### config.mk
export PLATFORM = sky130hd
export DESIGN_NAME = serial_channel
export DESIGN_NICKNAME = d
export VERILOG_FILES = /design/src/core/serial_channel_pkg.sv /design/src/core/serial_channel.sv
export SDC_FILE = /design/constraint.sdc
export NUM_CORES = 1
export LEC_CHECK = 0
export ABC_AREA = 1
export BUFFER_PORTS_ARGS = -buffer_cell sky130_fd_sc_hd__buf_2
export CAP_MARGIN = 10
export CORE_ASPECT_RATIO = 1.4
export CORE_MARGIN = 1.5
export CORE_UTILIZATION = 63
export DETAILED_ROUTE_END_ITERATION = 10
export PLACE_DENSITY = 0.79
export SETUP_SLACK_MARGIN = 0.05
export SLEW_MARGIN = 15
export SYNTH_ARGS = -nofsm -noshare
export SYNTH_HDL_FRONTEND = slang
export SYNTH_SLANG_ARGS = --single-unit
export TNS_END_PERCENT = 20
### constraint.sdc
create_clock -name sys_clk_i -period 2.7 [get_ports sys_clk_i]
set_input_delay 0.405 -clock sys_clk_i [delete_from_list [all_inputs] [get_ports sys_clk_i]]
set_output_delay 0.405 -clock sys_clk_i [all_outputs]
set_load 0.02 [all_outputs]
### src/core/serial_channel_pkg.sv
// serial_channel_pkg: register map, field positions, reset values, codes
// assumes one asynchronous channel behind an 8-bit strobed host bus
// How it works
// RL1 - generator half period is time constant plus two source edges
// RL2 - host picks the divider from the rate set for its source clock
// RL3 - time constant is sixteen bits held in a low and a high byte
// RL4 - host keeps the bit rate under a quarter of the system clock
// RL5 - host leaves six clocks between two bus accesses
// RL6 - host leaves eleven clocks after any reset before the next access
// RL7 - force-reset command in the master register acts as the reset pin
// RL8 - generator runs while its enable bit is set
// RL9 - receiver runs while its enable bit is set
// RL10 - transmitter takes characters only while its enable bit is set
// RL11 - after reset the transmit buffer and receive holding are empty
// RL12 - vector read returns the base vector with status code merged in
// RL13 - x16 mode uses sixteen clock ticks per serial bit
// RL14 - eight-bit characters go out whole, least significant bit first
// RL15 - enable value 12H gives receive-every-character and transmit interrupts
// RL16 - master enable clear keeps the interrupt output idle
// RL17 - coding value 00H means plain level coding both ways
// RL18 - clock value 56H clocks both sides from the generator and drives it out
// RL19 - misc value 10H picks pin source, generator stopped, loopback
// RL20 - mode value 4CH gives async, x16, two stop bits, no parity
// RL21 - host programs formats disabled first, then enables both directions
// RL22 - loopback feeds the transmit line into the receiver internally
// RL23 - master enable lets pending conditions drive the interrupt output
// RL24 - primary status shows transmit room and receive character ready
package serial_channel_pkg;
  // write register pointers
  localparam logic [3:0] A_IE = 4'h1;
  localparam logic [3:0] A_VBASE = 4'h2;
  localparam logic [3:0] A_RXP = 4'h3;
  localparam logic [3:0] A_MODE = 4'h4;
  localparam logic [3:0] A_TXP = 4'h5;
  localparam logic [3:0] A_MIRQ = 4'h9;
  localparam logic [3:0] A_CODE = 4'hA;
  localparam logic [3:0] A_CLK = 4'hB;
  localparam logic [3:0] A_DIVL = 4'hC;
  localparam logic [3:0] A_DIVH = 4'hD;
  localparam logic [3:0] A_GEN = 4'hE;
  // read register pointers
  localparam logic [3:0] A_STATUS = 4'h0;
  localparam logic [3:0] A_ERRS = 4'h1;
  localparam logic [3:0] A_VECTOR = 4'h2;
  // bit positions
  localparam int B_RXEN = 0;
  localparam int B_TXEN = 3;
  localparam int B_GENEN = 0;
  localparam int B_GENSRC = 1;
  localparam int B_LOOP = 4;
  localparam int B_MASTER_EN = 3;
  localparam int B_STHI = 4;
  localparam int B_TXIE = 1;
  localparam int B_TRXOE = 2;
  localparam int B_EVEN = 1;
  localparam int B_PAREN = 0;
  localparam int STAT_RXA = 0;
  localparam int STAT_TBE = 2;
  localparam int RR1_SENT = 0;
  localparam int RR1_PAR = 4;
  localparam int RR1_OVR = 5;
  localparam int RR1_FRM = 6;
  // command and select codes
  localparam logic [1:0] FORCE_RST = 2'h3;
  localparam logic [2:0] CMD_PHI = 3'h1;
  localparam logic [2:0] CMD_TXIP = 3'h5;
  localparam logic [2:0] CMD_ERR = 3'h6;
  localparam logic [1:0] CLK_PIN = 2'h0;
  localparam logic [1:0] CLK_TRX = 2'h1;
  localparam logic [1:0] NO_IRQ_MODE = 2'h0;
  // reset values and counts
  localparam logic [7:0] CFG_RST = 8'h00;
  localparam logic [7:0] IDLE_BUS = 8'h00;
  localparam logic [16:0] DIV_ADJ = 17'h00002;
  localparam logic [7:0] TPB_X1 = 8'h01;
  localparam logic [7:0] TPB_X16 = 8'h10;
  localparam logic [7:0] TPB_X32 = 8'h20;
  localparam logic [7:0] TPB_X64 = 8'h40;
  // vector status codes
  localparam logic [2:0] ST_TX = 3'h0;
  localparam logic [2:0] ST_RX = 3'h2;
  localparam logic [2:0] ST_SPEC = 3'h3;
  localparam logic [2:0] ST_NONE = 3'h3;
  localparam int FIFO_DEPTH = 16;
  localparam int DATA_W = 8;
  typedef enum logic [2:0] {T_IDLE, T_START, T_DATA, T_PAR, T_STOP} tx_state_t;
  typedef enum logic [2:0] {R_IDLE, R_START, R_DATA, R_PAR, R_STOP} rx_state_t;
  function automatic logic [7:0] ticks_per_bit(input logic [1:0] m);
    case (m)
      2'h0: ticks_per_bit = TPB_X1;
      2'h1: ticks_per_bit = TPB_X16;
      2'h2: ticks_per_bit = TPB_X32;
      default: ticks_per_bit = TPB_X64;
    endcase
  endfunction : ticks_per_bit
  function automatic logic [3:0] char_bits(input logic [1:0] c);
    case (c)
      2'h0: char_bits = 4'h5;
      2'h1: char_bits = 4'h7;
      2'h2: char_bits = 4'h6;
      default: char_bits = 4'h8;
    endcase
  endfunction : char_bits
  function automatic logic [7:0] stop_ticks(input logic [1:0] c, input logic [7:0] t);
    case (c)
      2'h2: stop_ticks = t + {1'b0, t[7:1]};
      2'h3: stop_ticks = {t[6:0], 1'b0};
      default: stop_ticks = t;
    endcase
  endfunction : stop_ticks
  function automatic logic clk_tick(input logic [1:0] sel, input logic pin, input logic trx, input logic gen);
    case (sel)
      CLK_PIN: clk_tick = pin;
      CLK_TRX: clk_tick = trx;
      default: clk_tick = gen;
    endcase
  endfunction : clk_tick
endpackage : serial_channel_pkg

### src/core/serial_channel.sv
// serial_channel: one asynchronous channel with its host bus, generator and buffer
// assumes bus pins and clock pins are asynchronous and are synchronised here
`timescale 1ns/1ps
`default_nettype none

module tx_fifo #(
  parameter int WIDTH = 8,
  parameter int DEPTH = 16
) (
  // clock and reset
  input wire logic sys_clk_i,
  input wire logic rstn_i,
  input wire logic flush_i,
  // fill side
  input wire logic in_valid_i,
  output logic in_ready_o,
  input wire logic [WIDTH-1:0] in_data_i,
  // drain side
  output logic out_valid_o,
  input wire logic out_ready_i,
  output logic [WIDTH-1:0] out_data_o
);
  localparam int AW = $clog2(DEPTH);
  typedef struct packed {
    logic [DEPTH-1:0][WIDTH-1:0] mem;
    logic [AW-1:0] wp;
    logic [AW-1:0] rp;
    logic [AW:0] cnt;
  } fifo_st_t;
  fifo_st_t s;
  fifo_st_t next_s;
  logic push;
  logic pop;

  // depth need not be a power of two
  function automatic logic [AW-1:0] nxt(input logic [AW-1:0] p);
    nxt = (p == AW'(DEPTH - 1)) ? '0 : p + 1'b1;
  endfunction : nxt

  assign in_ready_o = (s.cnt != (AW+1)'(DEPTH));
  assign out_valid_o = (s.cnt != '0);
  assign out_data_o = s.mem[s.rp];

  always_comb begin
    next_s = s;
    push = in_valid_i && in_ready_o;
    pop = out_valid_o && out_ready_i;
    if (push) begin
      next_s.mem[s.wp] = in_data_i;
      next_s.wp = nxt(s.wp);
    end
    if (pop) begin
      next_s.rp = nxt(s.rp);
    end
    case ({push, pop})
      2'b10: next_s.cnt = s.cnt + 1'b1;
      2'b01: next_s.cnt = s.cnt - 1'b1;
      default: next_s.cnt = s.cnt;
    endcase
    if (flush_i) begin
      next_s.wp = '0;
      next_s.rp = '0;
      next_s.cnt = '0;
    end
  end

  always_ff @(posedge sys_clk_i or negedge rstn_i) begin
    if (!rstn_i) begin
      s <= '0;
    end else begin
      s <= next_s;
    end
  end
endmodule : tx_fifo

module serial_channel
  import serial_channel_pkg::*;
#(
  parameter int DEPTH = FIFO_DEPTH
) (
  // clock and reset
  input wire logic sys_clk_i,
  input wire logic rstn_i,
  // host bus, strobes active low
  input wire logic cs_n_i,
  input wire logic rd_n_i,
  input wire logic wr_n_i,
  input wire logic data_sel_i,
  input wire logic [7:0] data_i,
  output logic [7:0] data_o,
  output logic data_oe_o,
  // interrupt
  input wire logic chain_enable_in_i,
  output logic irq_n_o,
  // serial line
  input wire logic rxd_i,
  output logic txd_o,
  // clock pins
  input wire logic receive_clock_pin_i,
  input wire logic transmit_clock_pin_i,
  output logic transmit_clock_pin_o,
  output logic transmit_clock_pin_oe_o
);
  typedef struct packed {
    logic [15:0][7:0] wr;
    logic [3:0] ptr;
    logic cs_s1, cs_s2, rd_s1, rd_s2, rd_q;
    logic wr_s1, wr_s2, wr_q, dc_s1, dc_s2;
    logic [7:0] d_s1;
    logic [7:0] d_s2;
    logic rc_s1, rc_s2, rc_q, tc_s1, tc_s2, tc_q;
    logic rx_s1, rx_s2, ie_s1, ie_s2;
    logic [16:0] gcnt;
    logic gout;
    tx_state_t tx_st;
    logic [7:0] tx_sh;
    logic [3:0] tx_n;
    logic [7:0] tx_t;
    logic tx_line, tx_par, tx_ip;
    rx_state_t rx_st;
    logic [7:0] rx_sh;
    logic [3:0] rx_n;
    logic [7:0] rx_t;
    logic [7:0] rx_hold;
    logic rx_par, rx_avail, e_par, e_ovr, e_frm;
    logic [7:0] dout;
    logic doe, irq_n, txd, clk_out, clk_out_oe;
  } st_t;

  // strobes idle high so release does not look like a pin reset
  localparam st_t RST_ST = '{tx_st: T_IDLE, rx_st: R_IDLE, tx_line: 1'b1, txd: 1'b1,
    irq_n: 1'b1, cs_s1: 1'b1, cs_s2: 1'b1, rd_s1: 1'b1, rd_s2: 1'b1, wr_s1: 1'b1,
    wr_s2: 1'b1, rx_s1: 1'b1, rx_s2: 1'b1, default: '0};

  st_t s;
  st_t next_s;
  logic rd_act, wr_act, hw_rst, soft_rst, rst_any;
  logic rd_fall, wr_fall, ctl_wr, gen_en, src_edge, g_rise;
  logic rc_edge, tc_edge, tx_tick, rx_tick, tx_end, rx_end, rx_line;
  logic loop, par_en, even, ip_rx, ip_spec, ip_tx;
  logic f_push, f_pop, f_ready, f_valid;
  logic [7:0] f_data;
  logic [16:0] reload;
  logic [7:0] tpb, stp, hmid, stat0, rr1, vec_st;
  logic [3:0] nbt, nbr;
  logic [2:0] code;

  tx_fifo #(
    .WIDTH(DATA_W),
    .DEPTH(DEPTH)
  ) u_fifo (
    .sys_clk_i(sys_clk_i),
    .rstn_i(rstn_i),
    .flush_i(rst_any),
    .in_valid_i(f_push),
    .in_ready_o(f_ready),
    .in_data_i(s.d_s2),
    .out_valid_o(f_valid),
    .out_ready_i(f_pop),
    .out_data_o(f_data)
  );

  always_comb begin
    next_s = s;
    next_s.cs_s1 = cs_n_i;
    next_s.cs_s2 = s.cs_s1;
    next_s.rd_s1 = rd_n_i;
    next_s.rd_s2 = s.rd_s1;
    next_s.wr_s1 = wr_n_i;
    next_s.wr_s2 = s.wr_s1;
    next_s.dc_s1 = data_sel_i;
    next_s.dc_s2 = s.dc_s1;
    next_s.d_s1 = data_i;
    next_s.d_s2 = s.d_s1;
    next_s.rc_s1 = receive_clock_pin_i;
    next_s.rc_s2 = s.rc_s1;
    next_s.rc_q = s.rc_s2;
    next_s.tc_s1 = transmit_clock_pin_i;
    next_s.tc_s2 = s.tc_s1;
    next_s.tc_q = s.tc_s2;
    next_s.rx_s1 = rxd_i;
    next_s.rx_s2 = s.rx_s1;
    next_s.ie_s1 = chain_enable_in_i;
    next_s.ie_s2 = s.ie_s1;
    rc_edge = s.rc_s2 && !s.rc_q;
    tc_edge = s.tc_s2 && !s.tc_q;
    // bus decode; both strobes low together is the reset pin
    hw_rst = !s.rd_s2 && !s.wr_s2;
    rd_act = !s.rd_s2 && !s.cs_s2;
    wr_act = !s.wr_s2 && !s.cs_s2;
    next_s.rd_q = rd_act;
    next_s.wr_q = wr_act;
    rd_fall = rd_act && !s.rd_q && !hw_rst;
    wr_fall = wr_act && !s.wr_q && !hw_rst;
    ctl_wr = wr_fall && !s.dc_s2;
    f_push = wr_fall && s.dc_s2;
    // RL7 force reset command
    soft_rst = ctl_wr && (s.ptr == A_MIRQ) && (s.d_s2[7:6] == FORCE_RST);
    rst_any = hw_rst || soft_rst;
    loop = s.wr[A_GEN][B_LOOP];
    par_en = s.wr[A_MODE][B_PAREN];
    even = s.wr[A_MODE][B_EVEN];
    // RL1 RL3 generator reload
    reload = {1'b0, s.wr[A_DIVH], s.wr[A_DIVL]} + DIV_ADJ;
    gen_en = s.wr[A_GEN][B_GENEN];
    src_edge = s.wr[A_GEN][B_GENSRC] ? 1'b1 : rc_edge;
    g_rise = 1'b0;
    // RL8 RL19 generator run and hold
    if (!gen_en) begin
      next_s.gcnt = reload;
    end else if (src_edge) begin
      if (s.gcnt <= 17'h00001) begin
        next_s.gcnt = reload;
        next_s.gout = !s.gout;
        g_rise = !s.gout;
      end else begin
        next_s.gcnt = s.gcnt - 17'h00001;
      end
    end
    // RL18 clock routing; pin output only carries the generator
    tx_tick = clk_tick(s.wr[A_CLK][4:3], rc_edge, tc_edge, g_rise);
    rx_tick = clk_tick(s.wr[A_CLK][6:5], rc_edge, tc_edge, g_rise);
    next_s.clk_out = next_s.gout;
    next_s.clk_out_oe = s.wr[A_CLK][B_TRXOE];
    // RL13 RL20 ticks per bit and stop length
    tpb = ticks_per_bit(s.wr[A_MODE][7:6]);
    stp = stop_ticks(s.wr[A_MODE][3:2], tpb);
    hmid = (tpb >> 1) - {7'h00, (tpb != TPB_X1)};
    nbt = char_bits(s.wr[A_TXP][6:5]);
    nbr = char_bits(s.wr[A_RXP][7:6]);
    // host reads; data read frees the holding register
    next_s.doe = rd_act && !hw_rst;
    ip_spec = (s.e_par || s.e_ovr || s.e_frm) && (s.wr[A_IE][4:3] != NO_IRQ_MODE);
    ip_rx = s.rx_avail && (s.wr[A_IE][4:3] != NO_IRQ_MODE);
    ip_tx = s.tx_ip && s.wr[A_IE][B_TXIE];
    // RL12 status merged into vector
    code = ip_spec ? ST_SPEC : (ip_rx ? ST_RX : (ip_tx ? ST_TX : ST_NONE));
    vec_st = s.wr[A_VBASE];
    if (s.wr[A_MIRQ][B_STHI]) begin
      vec_st[6:4] = code;
    end else begin
      vec_st[3:1] = code;
    end
    // RL24 polled status
    stat0 = '0;
    stat0[STAT_RXA] = s.rx_avail;
    stat0[STAT_TBE] = f_ready;
    rr1 = '0;
    rr1[RR1_SENT] = !f_valid && (s.tx_st == T_IDLE);
    rr1[RR1_PAR] = s.e_par;
    rr1[RR1_OVR] = s.e_ovr;
    rr1[RR1_FRM] = s.e_frm;
    if (rd_fall) begin
      if (s.dc_s2) begin
        next_s.dout = s.rx_hold;
        next_s.rx_avail = 1'b0;
      end else begin
        next_s.ptr = '0;
        case (s.ptr)
          A_STATUS: next_s.dout = stat0;
          A_ERRS: next_s.dout = rr1;
          A_VECTOR: next_s.dout = vec_st;
          default: next_s.dout = IDLE_BUS;
        endcase
      end
    end
    // control writes: pointer and commands first, then the register
    if (ctl_wr) begin
      if (s.ptr == A_STATUS) begin
        next_s.wr[0] = s.d_s2;
        next_s.ptr = {(s.d_s2[5:3] == CMD_PHI), s.d_s2[2:0]};
        if (s.d_s2[5:3] == CMD_TXIP) begin
          next_s.tx_ip = 1'b0;
        end
        if (s.d_s2[5:3] == CMD_ERR) begin
          next_s.e_par = 1'b0;
          next_s.e_ovr = 1'b0;
          next_s.e_frm = 1'b0;
        end
      end else begin
        next_s.wr[s.ptr] = s.d_s2;
        next_s.ptr = '0;
      end
    end
    // transmitter; set of tx pending comes after its clear
    f_pop = 1'b0;
    tx_end = (s.tx_st == T_STOP) ? (s.tx_t == stp - 8'h01) : (s.tx_t == tpb - 8'h01);
    if (tx_tick && (s.tx_st != T_IDLE)) begin
      next_s.tx_t = tx_end ? 8'h00 : s.tx_t + 8'h01;
    end
    case (s.tx_st)
      T_IDLE: begin
        next_s.tx_line = 1'b1;
        // RL10 enable gates new characters
        if (s.wr[A_TXP][B_TXEN] && f_valid) begin
          f_pop = 1'b1;
          next_s.tx_sh = f_data;
          next_s.tx_n = '0;
          next_s.tx_t = '0;
          next_s.tx_par = 1'b0;
          next_s.tx_line = 1'b0;
          next_s.tx_st = T_START;
          next_s.tx_ip = 1'b1;
        end
      end
      T_START: begin
        if (tx_tick && tx_end) begin
          next_s.tx_st = T_DATA;
          next_s.tx_line = s.tx_sh[0];
        end
      end
      T_DATA: begin
        // RL14 shift out lsb first
        if (tx_tick && tx_end) begin
          next_s.tx_par = s.tx_par ^ s.tx_sh[0];
          next_s.tx_sh = {1'b0, s.tx_sh[7:1]};
          next_s.tx_n = s.tx_n + 4'h1;
          next_s.tx_line = s.tx_sh[1];
          if (s.tx_n == nbt - 4'h1) begin
            next_s.tx_st = par_en ? T_PAR : T_STOP;
            next_s.tx_line = par_en ? (s.tx_par ^ s.tx_sh[0] ^ !even) : 1'b1;
          end
        end
      end
      T_PAR: begin
        if (tx_tick && tx_end) begin
          next_s.tx_st = T_STOP;
          next_s.tx_line = 1'b1;
        end
      end
      T_STOP: begin
        if (tx_tick && tx_end) begin
          next_s.tx_st = T_IDLE;
        end
      end
      default: next_s.tx_st = T_IDLE;
    endcase
    // RL22 loopback feeds receiver, pin held at mark
    rx_line = loop ? s.tx_line : s.rx_s2;
    next_s.txd = loop ? 1'b1 : next_s.tx_line;
    // RL17 level coding only, sampled at bit centre
    rx_end = (s.rx_t == tpb - 8'h01);
    if (rx_tick && (s.rx_st != R_IDLE)) begin
      next_s.rx_t = s.rx_t + 8'h01;
    end
    // RL9 receiver enable
    if (!s.wr[A_RXP][B_RXEN]) begin
      next_s.rx_st = R_IDLE;
    end else begin
      case (s.rx_st)
        R_IDLE: begin
          if (rx_tick && !rx_line) begin
            next_s.rx_st = R_START;
            next_s.rx_t = '0;
          end
        end
        R_START: begin
          if (rx_tick && (s.rx_t >= hmid)) begin
            next_s.rx_t = '0;
            next_s.rx_n = '0;
            next_s.rx_par = 1'b0;
            // a glitch that ends before mid bit is no start
            next_s.rx_st = rx_line ? R_IDLE : R_DATA;
          end
        end
        R_DATA: begin
          if (rx_tick && rx_end) begin
            next_s.rx_t = '0;
            next_s.rx_sh = {rx_line, s.rx_sh[7:1]};
            next_s.rx_par = s.rx_par ^ rx_line;
            next_s.rx_n = s.rx_n + 4'h1;
            if (s.rx_n == nbr - 4'h1) begin
              next_s.rx_st = par_en ? R_PAR : R_STOP;
            end
          end
        end
        R_PAR: begin
          if (rx_tick && rx_end) begin
            next_s.rx_t = '0;
            next_s.rx_st = R_STOP;
            if ((s.rx_par ^ rx_line) == even) begin
              next_s.e_par = 1'b1;
            end
          end
        end
        R_STOP: begin
          if (rx_tick && rx_end) begin
            next_s.rx_st = R_IDLE;
            next_s.rx_hold = s.rx_sh >> (4'h8 - nbr);
            next_s.rx_avail = 1'b1;
            // unread character is overwritten, flagged as overrun
            if (s.rx_avail) begin
              next_s.e_ovr = 1'b1;
            end
            if (!rx_line) begin
              next_s.e_frm = 1'b1;
            end
          end
        end
        default: next_s.rx_st = R_IDLE;
      endcase
    end
    // RL15 RL16 RL23 interrupt request
    next_s.irq_n = !(s.wr[A_MIRQ][B_MASTER_EN] && s.ie_s2 && (ip_spec || ip_rx || ip_tx));
    // RL7 RL11 reset leaves buffers empty
    if (rst_any) begin
      next_s.wr = {16{CFG_RST}};
      next_s.ptr = '0;
      next_s.gcnt = '0;
      next_s.gout = 1'b0;
      next_s.clk_out = 1'b0;
      next_s.clk_out_oe = 1'b0;
      next_s.tx_st = T_IDLE;
      next_s.tx_line = 1'b1;
      next_s.txd = 1'b1;
      next_s.tx_ip = 1'b0;
      next_s.rx_st = R_IDLE;
      next_s.rx_avail = 1'b0;
      next_s.e_par = 1'b0;
      next_s.e_ovr = 1'b0;
      next_s.e_frm = 1'b0;
      next_s.irq_n = 1'b1;
      next_s.dout = IDLE_BUS;
    end
  end

  always_ff @(posedge sys_clk_i or negedge rstn_i) begin
    if (!rstn_i) begin
      s <= RST_ST;
    end else begin
      s <= next_s;
    end
  end

  assign data_o = s.dout;
  assign data_oe_o = s.doe;
  assign irq_n_o = s.irq_n;
  assign txd_o = s.txd;
  assign transmit_clock_pin_o = s.clk_out;
  assign transmit_clock_pin_oe_o = s.clk_out_oe;
endmodule : serial_channel

`default_nettype wire

# Yosys cells after proc, flatten, opt, wreduce, memory -nomap -nowiden
# Cells that the tools add are included.
# word_totals
word_cells,356
output_inout_bits,13
input_bits,18
reg_bits,402
# op_classes
n_lt_le_gt_ge,7
n_eq_ne,56
addsub,17
n_shift,1
n_mux,111
bitwise_logic,3
reduce_logical,78
# op_table
cell,count
$mux 132,2
$bwmux 128,2
$mux 120,1
$mux 8,13
$demux 8 s4,2
$mux 3,16
$mux 21,2
$mux 12,3
$mux 17,2
$bmux 8 s4,1
$mux 4,8
$pmux 8 s4,1
$logic_and 1x1->1,31
$mux 1,31
$pmux 3 s5,2
$mux 26,1
$eq 8x8->1,3
$ne 4x4->1 const B,6
$pmux 12 s2,1
$pmux 4 s3,2
$pmux 8 s3,1
$mux 23,1
$pmux 7 s3,1
$mux 18,1
other kinds (54),139

# Longest topological paths before layout
# Gate-level depths: netlist of run 1.
# depth
ltp_word,13
ltp_mapped,22
depth_no_buf,20

# Cells and area by module
# Synthesis of run 1 repeated with hierarchy kept, for this count alone.
# unflattened
hier_cells,1951
hier_area_um2,16324.4
# modules_own_cells
mod,cells_each,instances,area_each_um2,seq_area_each_um2
serial_channel,1179,1,9659.3,4543.1
tx_fifo,772,1,6665.1,3528.4

# Worst setup path before layout of run 1
# No wires, ideal clock.
# synth_timing
path_type,reg-to-reg
start,register s[172] (netlist bit)
end,register s[60] (netlist bit)
stages_incl_launch_ff,21
period_less_slack_ns,2.445
path_buffers,2
arrival_ns,2.319
path_slack_ns,0.255
setup_ns,0.126
required_time_ns,2.574
cell_sequence,dfrtp_1 > inv_1 > ha_1 > clkbuf_2 > nand3_1 > ha_1 > nand2_1 > nand2_1 > nand2_1 > nand2_1 > inv_1 > nand2_1 > nor2_1 > nand3_1 > nor2_2 > nand2_1 > inv_2 > nand3_4 > nand2_4 > buf_6 > o21ai_0
# synth_between
elab_chain_cells,10
word_cells_on_any_way,14
cone_classes,3 x add/sub; 5 x eq/ne; 3 x mux; 3 x reduce/logical
# synth_rtl
element,line_no,rtl
start: declaration,serial_channel.sv:135,st_t s;
start signal: assignment,serial_channel.sv:431,s <= next_s;
$eq 2x2->1 (tied with other cells),serial_channel_pkg.sv:89,case (m)
$pmux 7 s3 (*),serial_channel_pkg.sv:89,
$add 8x7->8,serial_channel_pkg.sv:106,"2'h2: stop_ticks = t + {1'b0, t[7:1]};"
$pmux 8 s2,serial_channel_pkg.sv:105,case (c)
$sub 8x1->8,serial_channel.sv:287,tx_end = (s.tx_st == T_STOP) ? (s.tx_t == stp - 8'h01) : (s.tx_t == tpb - 8'h01);
$eq 8x8->1,serial_channel.sv:287,
$mux 1 (*),serial_channel.sv:287,
$logic_and 1x1->1 (*),serial_channel.sv:314,if (tx_tick && tx_end) begin
$ne 2x2->1 (no line) (*),-,
$reduce_and 3->1 (no line) (*),-,
# Mark *: on every way between the ends. The rest lies on a longest branch, timed or not.
# A chain may end at the register's enable or synchronous reset.

==> qor.txt, run 1 <==
=================================================================================
Outcome                                                              complete, no violations
Max-cap violations                                                              0
Final hold viol count                                                           0
Synth area leaders                                                   sky130_fd_sc_hd__dfrtp_1, sky130_fd_sc_hd__nand2_1, sky130_fd_sc_hd__o21ai_0, sky130_fd_sc_hd__inv_1, sky130_fd_sc_hd__nor2_1
Buffer type at the clock tree root                                   sky130_fd_sc_hd__clkbuf_16
RSZ-0062 raised after global routing                                         true
Number of diodes added for antenna fixing                                       0
Timing-limited maximum frequency                                          396 MHz
Commonest cells post-synth                                           sky130_fd_sc_hd__nand2_1, sky130_fd_sc_hd__dfrtp_1, sky130_fd_sc_hd__o21ai_0
Maximum number of pins on one net before global-route repair                  103
Worst-case clock skew                                                   0.0241 ns
Worst skew pair latency                                                   0.52 ns
Placed instance count                                                       2,209
Die ar.                                                                26,400 um2
Hold crit path type                                                  input port to flop
Die boundary width                                                         138 um
Finished Layout Cells                                                       2,288
Mean instance size in the synthesized netlist                            8.42 um2
Layout Area Growth over Synthesis                                           12.5%
Setup Crit Path Kind                                                 flop to flop
Worst-case clock buffer depth                                                   3
Final max-slew violation count                                                  0
Site row count                                                                 68
Most used flip-flop cell after synthesis                             sky130_fd_sc_hd__dfrtp_1
Grt ovf                                                                         0
Nets                                                                        2,002
Final worst path period need                                              2.52 ns
Synthesized flop and latch total                                              322
HPWL after DPL                                                          26,900 um
Sort of element at the end of the critical path                              flop
Core Box Area                                                          24,800 um2
Ratio of cells with drive above 1 in the final layout                       0.106
Share of the core filled with cells                                         0.725
Starting Density                                                            0.645
Antenna violations before repair                                                0
Sequential fraction of the synthesis area                                   0.504
Fraction of post-synthesis cell area in the top cell type by area           0.486
Startpoint types                                                             flop
Number of buffers created by CTS                                               34
Critical path required time                                               3.08 ns
Total setup violations reported at the end of the flow                          0
Clock transition at the registers of the reported paths                   0.06 ns
Final weighted congestion of routability-driven global placement            0.894
First-pass GRT wire length                                              66,900 um
Final worst path period share                                               0.935
Cell with the most instances after synthesis                         sky130_fd_sc_hd__nand2_1
DRT Wirelength                                                          41,200 um
Count of flip-flops with a built-in enable after synthesis                      0
YS warnings                                                                     0
I/O pin count                                                                  31
Post-detailed-route via-to-cell ratio                                        5.98
CTS HTree Levels                                                                2
Maximum fanout along the worst path                                             7
Worst Path Arrival                                                        2.90 ns
Leakage power total                                                       8.33 nW
Height of the die                                                          192 um
Syn Nets                                                                    1,955
Total clock sinks                                                             322
Remaining antenna violation count                                               0
DRC errors left                                                                 0
Area of the mapped netlist                                             16,000 um2
Worst relative slew slack                                                   0.369
Wire length per cell                                                      18.0 um
Synthesized instance count                                                  1,903
Count of unique library cells instantiated by Yosys                            60
Clock tree from TritonCTS                                                   built
PwrDens                                                                563 nW/um2
Total power after layout                                                  10.1 mW
Vias                                                                       13,700
Number of optimization iterations in the first detailed-route pass              6
Number of global-route vias before repair                                  13,600
Input/output buffers                                                           30
GR Util All Layers                                                          0.323
Fill cell instance count of the final layout                                1,891
Slew at the pin closest to its max-slew limit                            0.945 ns
Max VDD drop                                                             0.564 mV
Starting DRT DRC Count                                                      1,278
FFs w/ async S/R, synth                                                      1.00
Post-synth top area cell                                             sky130_fd_sc_hd__dfrtp_1
=================================================================================
==> timing repair <==
item,CTS,global route
buffers inserted,0,2
gates resized for setup,1,38
cloned,0,2
endpoints found under the hold margin,28,1
pin swaps,0,7
endpoints found under the setup margin,1,49
hold buffers,15,1
==> sequential cells by signal (all words and copies together), names as in the netlist, 3 cells and up <==
| name | cells |
|---|---|
| u_fifo.s | 141 |
| s | 143 |
| next_s | 18 |
| rr1 | 3 |
| data_o | 8 |
==> layer usage <==
layer,GRT usage,up-vias,routed length [um]
li1,-,6454,-
met1,0.380,6573,16000
met2,0.558,489,20700
met3,0.0536,161,2110
met4,0.177,0,2340
met5,0,-,0
==> placed cells by master, fill, tap and decap left out, drive strengths merged, types with 3 or more instances in the layout <==
master       count
nand2          450
dfrtp          311
o21ai          294
inv            183
nor2           170
nand3          106
buf             68
clkbuf          51
a21oi           41
xor2            33
ha              33
o22ai           28
nand4           26
nor3            24
mux2i           22
o32ai           21
o221ai          16
dlygate4sd3     16
dfstp           11
o211ai           9
xnor2            9
clkinv           9
nor4             7
o31ai            5
nand3b           4
or2              3
==> critical path, stage by stage (launching register included) <==
cell and delay [ns]:
sky130_fd_sc_hd__dfrtp_2 0.43, sky130_fd_sc_hd__inv_4 0.06, sky130_fd_sc_hd__ha_4 0.17, sky130_fd_sc_hd__buf_6 0.13, sky130_fd_sc_hd__xor2_1 0.13, sky130_fd_sc_hd__ha_1 0.31, sky130_fd_sc_hd__nand2_1 0.06, sky130_fd_sc_hd__o21ai_0 0.17
sky130_fd_sc_hd__nand4_1 0.12, sky130_fd_sc_hd__o2111ai_1 0.11, sky130_fd_sc_hd__nand2_1 0.11, sky130_fd_sc_hd__nand2_1 0.11, sky130_fd_sc_hd__nand3_1 0.14, sky130_fd_sc_hd__a21oi_4 0.23, sky130_fd_sc_hd__nor2_1 0.09
==> final timing paths <==
kind / end / slack [ns] / from / cells past startpoint
worst min-delay path: next_s[98] / 0.01 / transmit_clock_pin_i / 1
min in group asynchronous: s[90] / 0.32 / rstn_i / 2
worst max-delay path: s[32] / 0.18 / s[172] / 14
max in group asynchronous: s[209] / 1.61 / rstn_i / 3
worst min register to register: s[119] / 0.35 / next_s[119] / 0
worst max register to register: s[32] / 0.18 / s[172] / 14
==> report_power, final <==
group	switching, mW	internal, mW	total [mW]
clock network	1.90	2.70	4.60
registers	0.0720	4.92	4.99
logic	0.376	0.169	0.545
total	2.35	7.79	10.1
==> cells by family after synthesis <==
| logic type | count (synthesis) | synth area share |
|---|---|---|
| muxes | 22 | 0.0137 |
| xor gates and xnor gates | 42 | 0.0230 |
| DFF | 322 | 0.504 |
| AOI/OAI and AO/OA | 433 | 0.154 |
| adders and majority gates | 34 | 0.0270 |
| buffers and inverters | 261 | 0.0656 |
| and+or+nand+nor | 789 | 0.212 |
==> layout make-up <==
type                    count  area [um2]  area share
well taps                 315         394      0.0219
multi-input cells        1322        7060       0.392
clock inverters             8        82.6     0.00458
flip-flops and latches    322        8080       0.448
clock buffers              51        1010      0.0563
inverters                 186         703      0.0390
repair buffers             84         684      0.0380
==> metrics by stage <==
| step | TNS (ns) | hold slack [ns] | cell area (um2) | setup WS, ns |
|---|---|---|---|---|
| floorplan | 0 | 0.109 | 16000 | 0.255 |
| global placement | 0 | 0.243 | 16600 | 0.203 |
| detailed placement | 0 | 0.243 | 16600 | 0.0706 |
| CTS | 0 | 0.00134 | 17800 | 0.0574 |
| global route | -0.133 | 0.000808 | 18000 | -0.0325 |
| finish | 0 | 0.0105 | 18000 | 0.176 |
Note: power is estimated with default switching activity, not from simulation.
==> run 2, diff against run 1 <==
--- a/config.mk
+++ b/config.mk
@@ -10,9 +10,9 @@
 export CAP_MARGIN = 10
 export CORE_ASPECT_RATIO = 1.4
 export CORE_MARGIN = 1.5
-export CORE_UTILIZATION = 63
+export CORE_UTILIZATION = 50
 export DETAILED_ROUTE_END_ITERATION = 10
-export PLACE_DENSITY = 0.79
+export PLACE_DENSITY = 0.65
 export SETUP_SLACK_MARGIN = 0.05
 export SLEW_MARGIN = 15
 export SYNTH_ARGS = -nofsm -noshare
==> qor.txt, run 2 (synthesized netlist as in run 1, its figures left out) <==
=================================================================================
Outcome                                                              complete, no violations
Grt ovf                                                                         0   unchanged
Maximum fanout along the worst path                                             6   -1
Worst Path Arrival                                                        3.00 ns   +0.10 ns
Site row count                                                                 77   +13%
Worst skew pair latency                                                   0.54 ns   +0.02 ns
Hold crit path type                                                  flop to flop
Worst Setup SP                                                        u_fifo.s[0]
CTS HTree Levels                                                                2   unchanged
Clock tree from TritonCTS                                                   built
Die boundary width                                                         154 um   +12%
Die ar.                                                                33,100 um2   +25%
Slew at the pin closest to its max-slew limit                            0.949 ns   +0.00406 ns
Setup Crit Path Kind                                                 flop to flop
Max-cap violations                                                              0   unchanged
Fill cell instance count of the final layout                                2,811   +49%
Startpoint of the lowest-slack register-to-register path              u_fifo.s[0]
Sort of element at the end of the critical path                              flop
RSZ-0062 raised after global routing                                         true
End point of the critical path                                        u_fifo.s[4]
Placed Area                                                            16,800 um2   +1.3%
Nets                                                                        2,018   +0.80%
Total power after layout                                                  10.4 mW   +3.1%
Footprint of the flip-flops and latches                                  8070 um2   about the same
Critical path required time                                               3.17 ns   +0.09 ns
I/O pin count                                                                  31   unchanged
Register-to-Register Setup Slack                                          0.17 ns   about the same
Wire length per cell                                                      17.3 um   -3.8%
Most common library cell in the layout ignoring fill and taps        sky130_fd_sc_hd__nand2_1
Max FFs per register                                                          143   unchanged
First-pass GRT wire length                                              67,500 um   +1.0%
DRT Wirelength                                                          41,300 um   +0.37%
Power share of the clock group                                              0.470   +0.016
Register-to-Register Path Depth                                                11   -3
Combinational group share of total power                                    0.052   -0.002
Starting Density                                                            0.507   -0.138
Ratio of cells with drive above 1 in the final layout                       0.112   +0.00601
Worst relative slew slack                                                   0.367   -0.00271
Largest register by flop count                                                  s
Internal power consumption                                                8.01 mW   +2.8%
Commonest non-fill, non-tap cells in the layout                      sky130_fd_sc_hd__nand2_1, sky130_fd_sc_hd__dfrtp_1, sky130_fd_sc_hd__o21ai_0, sky130_fd_sc_hd__inv_1, sky130_fd_sc_hd__nor2_1
Combined area of the multi-input logic cells                             7030 um2   -0.34%
Maximum number of pins on one net before global-route repair                   73   -29%
Vias                                                                       13,300   -2.8%
Worst-case clock skew                                                   0.0242 ns   +0.000128 ns
Starting DRT DRC Count                                                        998   -22%
PwrDens                                                                570 nW/um2   +1.3%
Post-detailed-route via-to-cell ratio                                        5.57   -6.9%
HPWL after DPL                                                          28,100 um   +4.7%
Final worst path period need                                              2.53 ns   +0.00744 ns
Worst-case clock buffer depth                                                   3   unchanged
Switching power as a share of total power                                   0.234   +0.00215
Buffer type at the clock tree root                                   sky130_fd_sc_hd__clkbuf_16
Number of optimization iterations in the first detailed-route pass              6   unchanged
Startpoint types                                                             flop
Clock transition at the registers of the reported paths                   0.07 ns   about the same
Timing-limited maximum frequency                                          395 MHz   -0.29%
Remaining antenna violation count                                               0   unchanged
Antenna violations before repair                                                0   unchanged
Number of diodes added for antenna fixing                                       0   unchanged
Number of buffers created by CTS                                               35   +2.9%
DRC errors left                                                                 0   unchanged
Final max-slew violation count                                                  0   unchanged
Total clock sinks                                                             322   unchanged
Input/output buffers                                                           30   unchanged
Sequential group share of total power                                       0.477   -0.016
Layout Cell Area excl Fill                                             18,300 um2   +1.7%
Leakage power total                                                       8.44 nW   +1.4%
Total setup violations reported at the end of the flow                          0   unchanged
Sum Neg Setup Slack                                                          0 ns   unchanged
Core Box Area                                                          31,600 um2   +27%
Net Sw Power                                                              2.44 mW   +4.0%
Max VDD drop                                                             0.644 mV   +14%
Number of global-route vias before repair                                  12,900   -5.1%
Final worst path period share                                               0.937   +0.00275
Final hold viol count                                                           0   unchanged
Height of the die                                                          215 um   +12%
GR Util All Layers                                                          0.255   -0.0679
Layout Area Growth over Synthesis                                           14.4%
Final weighted congestion of routability-driven global placement            0.867   -2.9%
Terminus of the critical flop-to-flop path                            u_fifo.s[4]
=================================================================================
## run 2: cell count changes in the layout (fill, tap and decap cells not counted), sizes merged
cell         change
bufinv           +2
buf             +14
clkbuf           -2
inv              +1
clkinv           +1
dlygate4sd3      +1
clkinvlp         +2
## run 2: stage by stage
step	hold slack, ns	std cells	util	setup slack [ns]
finish	0.348	2387	0.580	0.169
global route	0.351	2387	0.580	0.00627
CTS	0.349	2379	0.574	0.0681
detailed placement	0.335	2299	0.531	0.0761
global placement	0.333	2299	0.531	0.140
floorplan	0.109	1903	-	0.255
## run 2: metal layers
layer / vias up / global-route usage / part of all wire
met4: 0 / 0.118 / 0.041
li1: 6482 / - / -
met3: 85 / 0.0317 / 0.043
met5: - / 0 / 0
met1: 6377 / 0.326 / 0.42
met2: 347 / 0.431 / 0.50
## run 2: worst max-delay path, cell delays in order (launching register included)
cell and delay [ns]:
sky130_fd_sc_hd__dfrtp_1 0.44, sky130_fd_sc_hd__nor4_1 0.41, sky130_fd_sc_hd__nand2_1 0.12, sky130_fd_sc_hd__nand2_1 0.21
sky130_fd_sc_hd__inv_1 0.10, sky130_fd_sc_hd__nor2_2 0.29, sky130_fd_sc_hd__ha_1 0.33, sky130_fd_sc_hd__a21oi_1 0.16
sky130_fd_sc_hd__nand2_1 0.08, sky130_fd_sc_hd__a21oi_1 0.14, sky130_fd_sc_hd__o211ai_1 0.10, sky130_fd_sc_hd__o21ai_1 0.09
## run 2: area by class of cell
type / count / share of cell area
Timing Repair Buffer: 99 / 0.0457
Clock inverter: 14 / 0.00936
Sequential cell: 322 / 0.441
Inverter: 186 / 0.0384
Multi-Input combinational cell: 1322 / 0.384
Tap cell: 395 / 0.0270
Clock buffer: 49 / 0.0551
## run 2: how the worst min path moves through the flow
stage / startpoint / end / depth (start not counted)
final: next_s[104] / s[104] / 0
after global routing: next_s[104] / s[104] / 0
after global placement: next_s[106] / s[106] / 0
after detailed placement: next_s[98] / next_s[97] / 0
after CTS: next_s[98] / next_s[97] / 0
after floorplan: rstn_i / data_o[0] / 0
## run 2: repair_timing
item                                    CTS  global route
setup buffers                             0             6
hold buffers                             17             0
endpoints found under the setup margin    0            51
resized for setup                         0            31
endpoints found under the hold margin    71             0
## run 2: power groups by stage
| stage | Sequential, mW | Clock [mW] | Combinational (mW) |
|---|---|---|---|
| after floorplan | 5.06 | 0 | 0.269 |
| after global placement | 5.07 | 0 | 0.520 |
| after detailed placement | 5.07 | 0 | 0.529 |
| after CTS | 4.99 | 5.03 | 0.551 |
| after global routing | 5.00 | 5.20 | 0.611 |
| final | 4.99 | 4.91 | 0.547 |
